--- src/rtl/fdi_map.vh ---
// constants for the floppy drive interface logic
`ifndef FDI_MAP_VH
`define FDI_MAP_VH
`define FDI_CLK_MHZ 100
// index period and width in microseconds
`define FDI_REV_PERIOD_US 200000
`define FDI_REV_WIDTH_US 1350
`define FDI_REV_PERIOD_CYC (`FDI_REV_PERIOD_US * `FDI_CLK_MHZ)
`define FDI_REV_WIDTH_CYC (`FDI_REV_WIDTH_US * `FDI_CLK_MHZ)
// motor start times in milliseconds
`define FDI_SPIN_UP_MS 500
`define FDI_SPIN_UP_INS_MS 700
`define FDI_SPIN_UP_CYC (`FDI_SPIN_UP_MS * 1000 * `FDI_CLK_MHZ)
`define FDI_SPIN_UP_INS_CYC (`FDI_SPIN_UP_INS_MS * 1000 * `FDI_CLK_MHZ)
// track range and reset values
`define FDI_LAST_TRACK 7'h4F
`define FDI_TRACK_RST 7'h00
`define FDI_FIFO_W 1
`define FDI_FIFO_D 16
`define FDI_FIFO_AW 4
// read pulse counter reload in cycles; pin low while count above 4
`define FDI_RD_PULSE_CYC 8'h08
`endif

--- src/rtl/fdi_drive.v ---
// drive-side interface logic of a double-sided floppy drive
// Overview of operation
// - deselected drive ignores inputs except motor, outputs off except disk change
// - activity lamp lit exactly while selected
// - motor starts only with request and disk
// - motor held while write or erase gate active
// - each selected step pulse moves one track, clamped at track 0 and the last track
// - stepping works without a disk inserted
// - direction high steps outward, low inward
// - side low picks upper head, high lower
// - head change waits for both gates high
// - selected write gate enables write current
// - write pulses recorded only while gate low
// - one index pulse per revolution when selected
// - home flag low selected and on track zero
// - write-lock flag low for protected disk, inhibits write
// - read pulse emitted for every detected bit while selected and up to speed
// - swapped flag held until insert plus step
// - read data valid after motor start time
// - no automatic home seek at power up
`timescale 1ns/10ps
`include "fdi_map.vh"
module fdi_drive #(
	parameter [31:0] REV_PERIOD_CYC = `FDI_REV_PERIOD_CYC,
	parameter [31:0] REV_WIDTH_CYC = `FDI_REV_WIDTH_CYC,
	parameter [31:0] SPIN_UP_CYC = `FDI_SPIN_UP_CYC,
	parameter [31:0] SPIN_UP_INS_CYC = `FDI_SPIN_UP_INS_CYC
) (
	input wire core_clk, // 100 MHz clock
	input wire rst, // sync reset, high
	input wire unit_pick_n, // drive select, low
	input wire spindle_run_request_n, // motor request, low
	input wire step_n, // step strobe, low
	input wire direction_n, // high outward, low inward
	input wire side_choice_n, // low upper head
	input wire record_enable_n, // write gate, low
	input wire flux_pulse_in_n, // write data strobe, low
	input wire wipe_enable_n, // erase gate, low
	input wire disk_present, // disk-in sensor, high
	input wire disk_locked, // write-protect tab, high
	input wire media_bit, // bit detected on medium, pulse
	output reg activity_lamp, // lamp on, high
	output reg rev_marker_n, // index pulse, low
	output reg home_position_flag_n, // track 00, low
	output reg lockout_flag_n, // write protect, low
	output reg recovered_flux_pulse_n, // read data, low
	output reg medium_swapped_flag_n, // disk change, low
	output reg spindle_on, // motor drive, high
	output reg write_current, // write current enable, high
	output reg upper_head, // head 1 active, high
	output reg flux_write, // one-cycle write pulse to head
	output reg speed_ok, // read data valid
	output reg [6:0] track_pos, // current track
	output reg step_inward, // one-cycle head move pulse inward
	output reg step_outward // one-cycle head move pulse outward
);
	////////////////////////////////////////////////////////////////////
	wire sel = ~unit_pick_n;
	wire gates_busy = ~record_enable_n | ~wipe_enable_n;
	wire step_trail;
	wire wd_lead;
	reg [31:0] rev_cnt_r;
	reg [31:0] spin_cnt_r;
	reg fresh_ins_r;
	reg disk_prev_r;
	reg [7:0] rd_cnt_r;
	wire rd_word;
	wire rd_valid;
	wire rd_ready = (rd_cnt_r == 8'h00);
	wire fifo_in_ready;
	wire spin_nxt;

	fdi_edge u_step (
		.core_clk(core_clk),
		.rst(rst),
		.sig_n(step_n),
		.lead(),
		.trail(step_trail)
	);
	fdi_edge u_wdata (
		.core_clk(core_clk),
		.rst(rst),
		.sig_n(flux_pulse_in_n),
		.lead(wd_lead),
		.trail()
	);
	////////////////////////////////////////////////////////////////////
	// motor: request and disk, but held by busy gates
	assign spin_nxt = (~spindle_run_request_n & disk_present)
		| (spindle_on & disk_present & gates_busy);
	always @(posedge core_clk) begin
		if (rst) begin
			spindle_on <= 1'b0;
			activity_lamp <= 1'b0;
		end else begin
			spindle_on <= spin_nxt;
			activity_lamp <= sel;
		end
	end

	////////////////////////////////////////////////////////////////////
	// spin-up timing; longer after a fresh insertion
	always @(posedge core_clk) begin
		if (rst) begin
			spin_cnt_r <= 32'h0000_0000;
			speed_ok <= 1'b0;
			fresh_ins_r <= 1'b0;
			disk_prev_r <= 1'b0;
		end else begin
			disk_prev_r <= disk_present;
			if (disk_present & ~disk_prev_r) begin
				fresh_ins_r <= 1'b1;
			end else if (speed_ok) begin
				fresh_ins_r <= 1'b0;
			end
			if (!spin_nxt) begin
				spin_cnt_r <= 32'h0000_0000;
				speed_ok <= 1'b0;
			end else if (!speed_ok) begin
				spin_cnt_r <= spin_cnt_r + 32'h0000_0001;
				// read data valid only after start time
				if (spin_cnt_r + 32'h0000_0001 >=
					(fresh_ins_r ? SPIN_UP_INS_CYC : SPIN_UP_CYC)) begin
					speed_ok <= 1'b1;
				end
			end
		end
	end

	////////////////////////////////////////////////////////////////////
	// head positioning; counter starts at 0 but no seek is done
	always @(posedge core_clk) begin
		if (rst) begin
			track_pos <= `FDI_TRACK_RST;
			step_inward <= 1'b0;
			step_outward <= 1'b0;
		end else begin
			step_inward <= 1'b0;
			step_outward <= 1'b0;
			// disk presence not checked here
			if (sel & step_trail) begin
				if (direction_n) begin
					step_outward <= 1'b1;
					if (track_pos != 7'h00) begin
						track_pos <= track_pos - 7'h01;
					end
				end else begin
					step_inward <= 1'b1;
					if (track_pos != `FDI_LAST_TRACK) begin
						track_pos <= track_pos + 7'h01;
					end
				end
			end
		end
	end

	////////////////////////////////////////////////////////////////////
	// head side and write path
	always @(posedge core_clk) begin
		if (rst) begin
			upper_head <= 1'b0;
			write_current <= 1'b0;
			flux_write <= 1'b0;
		end else begin
			if (sel & ~gates_busy) begin
				upper_head <= ~side_choice_n;
			end
			// protected media blocks write current
			write_current <= sel & ~record_enable_n & ~disk_locked;
			flux_write <= sel & ~record_enable_n & ~disk_locked & wd_lead;
		end
	end

	////////////////////////////////////////////////////////////////////
	// status outputs; home and lock flags released high while deselected, disk change is not
	always @(posedge core_clk) begin
		if (rst) begin
			home_position_flag_n <= 1'b1;
			lockout_flag_n <= 1'b1;
			medium_swapped_flag_n <= 1'b1;
		end else begin
			home_position_flag_n <= ~(sel & (track_pos == 7'h00));
			lockout_flag_n <= ~(sel & disk_present & disk_locked);
			// removal sets; set wins over the clearing step
			if (~disk_present) begin
				medium_swapped_flag_n <= 1'b0;
			end else if (sel & step_trail) begin
				medium_swapped_flag_n <= 1'b1;
			end
		end
	end

	////////////////////////////////////////////////////////////////////
	// index generator from spindle rotation
	always @(posedge core_clk) begin
		if (rst) begin
			rev_cnt_r <= 32'h0000_0000;
			rev_marker_n <= 1'b1;
		end else begin
			if (!spindle_on) begin
				rev_cnt_r <= 32'h0000_0000;
			end else if (rev_cnt_r >= REV_PERIOD_CYC - 32'h0000_0001) begin
				rev_cnt_r <= 32'h0000_0000;
			end else begin
				rev_cnt_r <= rev_cnt_r + 32'h0000_0001;
			end
			rev_marker_n <= ~(sel & spindle_on & (rev_cnt_r < REV_WIDTH_CYC));
		end
	end

	////////////////////////////////////////////////////////////////////
	// read path: detected bits queue here so no pulse is merged
	fdi_fifo #(
		.W(`FDI_FIFO_W),
		.D(`FDI_FIFO_D),
		.AW(`FDI_FIFO_AW)
	) u_rd_fifo (
		.core_clk(core_clk),
		.rst(rst),
		.in_data(1'b1),
		.in_valid(media_bit & spindle_on),
		.in_ready(fifo_in_ready),
		.out_data(rd_word),
		.out_valid(rd_valid),
		.out_ready(rd_ready)
	);

	// pulse shaper stalls the fifo until its count has run down to zero
	always @(posedge core_clk) begin
		if (rst) begin
			rd_cnt_r <= 8'h00;
			recovered_flux_pulse_n <= 1'b1;
		end else begin
			if (rd_cnt_r != 8'h00) begin
				rd_cnt_r <= rd_cnt_r - 8'h01;
			end else if (rd_valid & rd_word) begin
				rd_cnt_r <= `FDI_RD_PULSE_CYC;
			end
			// pulse only reaches pins while selected and up to speed
			recovered_flux_pulse_n <= ~(sel & speed_ok & (rd_cnt_r > 8'h04));
		end
	end
endmodule

--- src/rtl/fdi_edge.v ---
// edge detector for an active-low strobe, reports trailing (rising) edge
`timescale 1ns/10ps
module fdi_edge (
	input wire core_clk, // clock
	input wire rst, // sync reset, high
	input wire sig_n, // active-low strobe
	output wire lead, // falling edge seen
	output wire trail // rising edge seen
);
	reg prev_r;
	// idle level is high, so reset to high avoids a false edge
	always @(posedge core_clk) begin
		if (rst) begin
			prev_r <= 1'b1;
		end else begin
			prev_r <= sig_n;
		end
	end
	assign lead = prev_r & ~sig_n;
	assign trail = ~prev_r & sig_n;
endmodule

--- src/rtl/fdi_fifo.v ---
// small synchronous fifo with valid/ready on both sides
`timescale 1ns/10ps
module fdi_fifo #(
	parameter W = 1,
	parameter D = 16,
	parameter AW = 4
) (
	input wire core_clk, // clock
	input wire rst, // sync reset, high
	input wire [W-1:0] in_data, // write data
	input wire in_valid, // write request
	output wire in_ready, // not full
	output reg [W-1:0] out_data, // read data, registered
	output reg out_valid, // read data present
	input wire out_ready // consumer takes word
);
	reg [W-1:0] mem [0:D-1];
	reg [AW:0] wr_ptr_r;
	reg [AW:0] rd_ptr_r;
	wire full = (wr_ptr_r[AW] != rd_ptr_r[AW]) && (wr_ptr_r[AW-1:0] == rd_ptr_r[AW-1:0]);
	wire empty = (wr_ptr_r == rd_ptr_r);
	wire pop = !empty && (!out_valid || out_ready);
	assign in_ready = !full;
	// storage write, no reset needed on the array
	always @(posedge core_clk) begin
		if (in_valid && !full) begin
			mem[wr_ptr_r[AW-1:0]] <= in_data;
		end
	end
	// pointers and output register; output stage stalls when consumer busy
	always @(posedge core_clk) begin
		if (rst) begin
			wr_ptr_r <= {(AW+1){1'b0}};
			rd_ptr_r <= {(AW+1){1'b0}};
			out_valid <= 1'b0;
			out_data <= {W{1'b0}};
		end else begin
			if (in_valid && !full) begin
				wr_ptr_r <= wr_ptr_r + 1'b1;
			end
			if (pop) begin
				out_data <= mem[rd_ptr_r[AW-1:0]];
				rd_ptr_r <= rd_ptr_r + 1'b1;
				out_valid <= 1'b1;
			end else if (out_ready) begin
				out_valid <= 1'b0;
			end
		end
	end
endmodule

--- config.mk ---
export PLATFORM = sky130hd
export DESIGN_NAME = fdi_drive
export DESIGN_NICKNAME = d
export VERILOG_FILES = /design/src/rtl/fdi_drive.v /design/src/rtl/fdi_edge.v /design/src/rtl/fdi_fifo.v
export VERILOG_INCLUDE_DIRS = /design/src /design/src/rtl
export SDC_FILE = /design/constraint.sdc
export NUM_CORES = 1
export LEC_CHECK = 0
export BUFFER_PORTS_ARGS = -buffer_cell sky130_fd_sc_hd__buf_2
export CORE_AREA = 2 2 97 99
export DETAILED_ROUTE_END_ITERATION = 10
export DIE_AREA = 0 0 99 101
export GPL_ROUTABILITY_DRIVEN = 0
export GPL_TIMING_DRIVEN = 0
export HOLD_SLACK_MARGIN = 0.05
export PLACE_DENSITY = 0.9
export SETUP_SLACK_MARGIN = 0.4
export SLEW_MARGIN = 20
export SYNTH_ARGS = -nofsm -noshare
export SYNTH_HDL_FRONTEND = slang
export SYNTH_SLANG_ARGS = --single-unit
--- constraint.sdc ---
create_clock -name core_clk -period 4 [get_ports core_clk]
set_clock_uncertainty 0.2 [all_clocks]
set_input_delay 0.8 -clock core_clk [delete_from_list [all_inputs] [get_ports core_clk]]
set_output_delay 0.8 -clock core_clk [all_outputs]
set_load 0.005 [all_outputs]
---- Yosys cells after proc, flatten, opt, wreduce, memory -nomap -nowiden ----
Cells that the tools add are included.
word-level totals
  register bits after elaboration ......... 108
  input port bits ......................... 13
  logic and storage cells ................. 116
cells by class
  $add $sub $neg .......................... 7
  $lt $le $gt $ge ......................... 4
  equality and inequality tests ........... 6
  mux-type cells .......................... 16
  bitwise gates (word level) .............. 39
  reductions and logical operators ........ 19
operators by type and width
  cell                   count
  $add 32x1->32 const B  2
  $ge 32x25->1 const B   1
  $ge 32x27->1           1
  $lt 32x18->1 const B   1
  $mux 27                1
  $mux 7                 3
  $and 1x1->1            20
  $not 1->1              17
  $mux 8                 2
  $add 5x1->5 const B    2
  $mux 1                 10
  $gt 8x3->1 const B     1
  $logic_not 8->1        1
  $reduce_bool 2->1      4
  $reduce_bool 8->1      1
  $sub 8x1->8 const B    1
  $add 7x1->7 const B    1
  $logic_not 7->1        1
  $ne 7x7->1 const B     1
  $reduce_bool 7->1      1
  $sub 7x1->7 const B    1
  $eq 5x5->1             1
  $eq 4x4->1             1
  $ne 2x1->1 const B     2
  8 further kinds        14

---- Depth between registers and ports, before layout ----
  depth in word-level cells ............... 6
  mapped depth ............................ 13
  depth with buffers taken out ............ 11

---- By module ----
From an unflattened synthesis, not the netlist that was laid out.
second synthesis, totals
  cell total of the unflattened synthesis .. 683
  area total of the unflattened synthesis .. 6184.7 µm²
by module, submodules not included
  module     instances  cells each  area each (µm²)  sequential area each (µm²)
  fdi_drive  1          561         4692.0           1881.8
  fdi_fifo   1          114         1412.6           720.7
  fdi_edge   2          4           40.0             20.0

---- Worst setup path before layout ----
Ideal clock, no wire load.
  kind .................................... register -> register
  from .................................... register spin_cnt_r[11]
  to ...................................... register speed_ok
  arrival time ............................ 2608 ps
  required time ........................... 3676 ps
  setup slack ............................. 1068 ps
  stages on the path, launching flop included .. 12
  clock period less this slack ............ 2932 ps
  path through ............................ dfxtp_1 > buf_2 > and4_1 > nand4_1 > or4_1 > buf_2 > xnor2_1 > ha_1 > a211oi_1 > o211ai_1 > a311oi_1 > o41ai_1
on the way
  cells in the longest elaborated chain, start to end .. 4
RTL lines
  item                    RTL line         source
  start, declared         fdi_drive.v:63   reg [31:0] spin_cnt_r;
  start signal, assigned  fdi_drive.v:120  spin_cnt_r <= spin_cnt_r + 32'h0000_0001;
  $add 32x1->32           fdi_drive.v:122  if (spin_cnt_r + 32'h0000_0001 >=
  $ge 32x27->1            fdi_drive.v:122
  $mux 1                  fdi_drive.v:122
  $mux 1                  fdi_drive.v:119  end else if (!speed_ok) begin
  end signal, assigned    fdi_drive.v:106  speed_ok <= 1'b0;
  end signal, assigned    fdi_drive.v:118  speed_ok <= 1'b0;
  end signal, assigned    fdi_drive.v:124  speed_ok <= 1'b1;
  end, declared           fdi_drive.v:52   output reg speed_ok,
Every way passes these cells.
A chain may end at the register's enable or synchronous reset.

---- Worst setup path after layout ----
Ends and elaborated chain as after synthesis.

==> results.md <==
- Synth Area in Simple Gates: 26.1%
- Area share of fa/ha/maj cells after synthesis: 6.03%
- CTS tree: built
- Vias per inst: 5.69
- Crit. End Element: register
- PD cells: 367 mW/mm2
- Number of routed nets with antenna violations: 0
- Status: complete, no violations
- Ratio of cells with drive above 1 in the final layout: 9.29%
- Reg2reg path depth: 11
- CTS max path bufs: 2
- Post-synth EDFFs: 0
- Sequential cell area: 0.00216 mm2
- H-tree depth: 3
- Total Power: 2140 uW
- Unrepaired setup endpoints after global routing: no
- Ys async rst share: 0%
- Largest cells by area after synthesis: dfxtp_1 (41%), nor2_1 (8.3%), xnor2_1 (7.9%)
- WL per Instance: 14.5 um
- CTS Root Cell: clkbuf_8
- Hold Path Class: reg -> reg
- Complex-gate fraction of the synthesized area: 7.06%
- Fin. Hold Viols: 0
- Commonest non-fill, non-tap cell in the layout: nor2_1
- Clk_lat worst skew: 0.38 ns
- Crit path launch type: register
- Worst Hold Slack: 0.281 ns
- Synth cell types: 52
- # DRC: 0
- Total wire length: 11,500 um
- Commonest non-fill, non-tap cells in the layout: nor2_1 (118), dfxtp_1 (108), xnor2_1 (48)
- Area Growth Syn to Fin: 9.89%
- Fin. max-slew vios: 0
- Worst Path Max Fanout: 8
- Post-layout minimum cycle time: 3.54 ns
- Total GRT Usage: 23.9%
- TritonCTS buffer count: 9
- Leakage power total: 0.00227 uW
- Routed via count: 4,491
- Die Span Y: 101 um
- Most used DFF post-synth: dfxtp_1
- Yosys warns: 0
- Max Cap Viol: 0
- WHS Path Cells: 1
- Initial Util: 59.2%
- Worst slew margin: 55.2%
- Mean post-synth cell area: 8.53 um2
- Detailed Routing Iterations Pass 1: 6
- Die span in x: 99 um
- Combined area of the multi-input logic cells: 0.00299 mm2
- IO Count: 33
- XOR/XNOR Fraction of Synth Area: 15.3%
- Mapped cell area: 0.00532 mm2
- Max VDD drop: 0.000356 V
- Critical path data arrival time: 3.59 ns
- Mux cell area share after synthesis: 1.15%
- FP Rows: 35
- Slew of the pin with the lowest slew margin: 0.666 ns
- Synthesized instance count: 623
- Req. time, crit path: 4.05 ns
- Final Core Density: 65.1%
- Non-filler cells, final: 789
- DR iter-0 viols: 167
- Synth Register Bits: 108
- CTS Sinks: 108
- Placed cells: 771
- Vias in the first global route: 4,430
- Setup TNS: 0 ns
- Die Area: 0.0100 mm2
- Final-report setup violation count: 0
- Nets: 711
- Filler Cells Inserted: 689
- First-pass GRT wire length: 19,600 um
- Ant. Diodes: 0
- Initial antenna violation count: 0
- DP HPWL: 8320 um
- Combinational family with the most area after synthesis: simple AND/OR/NAND/NOR gates
- Total gr overflow: 0
- Share of the synthesized area in the top cell type: 40.7%
- Crit share post-route: 88.4%
- Seq/Total Area, Yosys: 40.7%
- Achievable Freq: 283 MHz
- Yosys top cell by area: dfxtp_1
- IO Port Bufs: 31
- CTS clock-pin slew for the worst setup and hold paths: 0.11 ns
- CP Class: reg -> reg
- Core area: 0.00898 mm2
- Largest net degree at the start of global routing: 21
[final cells by class]
| class | count | share of cell area, % |
|---|---|---|
| inverter | 19 | 1.22 |
| buffer | 25 | 2.08 |
| clock buffer | 9 | 2.12 |
| timing repair buffer | 33 | 2.91 |
| clock inverter | 7 | 1.11 |
| multi-input combinational | 477 | 51.2 |
| sequential | 108 | 37.0 |
| tap | 111 | 2.38 |
[worst paths after layout]
kind | start | end | slack (ns)
worst max-delay path | spin_cnt_r[11] | speed_ok | 0.46
worst min-delay path | u_step.prev_r | step_outward | 0.28
worst max register to register | spin_cnt_r[11] | speed_ok | 0.46
worst min register to register | u_step.prev_r | step_outward | 0.28
[logic make-up (layout without fill, tap and decap cells)]
kind of cell / Yosys count / in the layout
multiplexers: 6 / 6
other: 1 / 7
flip-flops: 108 / 108
adder cells (fa/ha/maj): 25 / 25
AO/OA/AOI/OAI: 59 / 59
AND/OR/NAND/NOR: 287 / 287
XOR/XNOR: 93 / 93
buffers and inverters: 44 / 93
[routing by layer]
layer | track usage [%] | up-vias | part of all wire, %
met4 | 7.06 | 0 | 1.6
met1 | 27.2 | 2125 | 41
met2 | 43.8 | 114 | 52
met3 | 6.38 | 24 | 4.9
met5 | 0 | - | 0
li1 | - | 2228 | -
[timing repair]
item,in CTS,in global routing
hold buffers,0,0
setup buffers,0,2
gates resized for setup,0,1
endpoints found under the setup margin,0,1
[worst max-delay path, cell delays in order, from the launching register on]
cell      delay (ns)
dfxtp_1         0.35
buf_2           0.19
and4_1          0.33
nand4_1         0.23
or4_1           0.55
buf_2           0.19
xnor2_1         0.14
ha_1            0.33
a211oi_2        0.28
o211ai_1        0.13
a311oi_1        0.35
o41ai_1         0.14
[report_power, final]
group	switching (uW)	leakage, uW	internal [uW]	total (uW)
Clock	400	0.0000995	243	643
Combinational	185	0.00129	136	320
Sequential	51.5	0.000878	1130	1180
[stage by stage]
| stage | setup WS (ns) | instance area [um2] |
|---|---|---|
| finish | 0.463 | 5840 |
| global route | 0.439 | 5840 |
| CTS | 0.514 | 5820 |
| detailed placement | 0.573 | 5630 |
| global placement | 0.671 | 5630 |
| floorplan | 1.07 | 5340 |
[cells in the mapped netlist, types with 6 or more instances]
library cell / number
or3_1: 7
and4_1: 8
nand3_1: 26
nor2b_1: 9
and3_1: 6
nand2_1: 40
nor2_1: 118
ha_1: 24
o21ai_0: 13
inv_1: 19
xnor2_1: 48
dfxtp_1: 108
nor3_1: 24
nand4_1: 21
nor4_1: 11
xor2_1: 45
clkbuf_1: 17
a21oi_1: 17
[state kept, by name, indices dropped and copies added, names as in the netlist, 5 cells and up]
register and flops:
rev_cnt_r 32, spin_cnt_r 32, rd_cnt_r 8, track_pos 7, u_rd_fifo.rd_ptr_r 5, u_rd_fifo.wr_ptr_r 5
No activity file was read; power rests on OpenSTA's default activity.
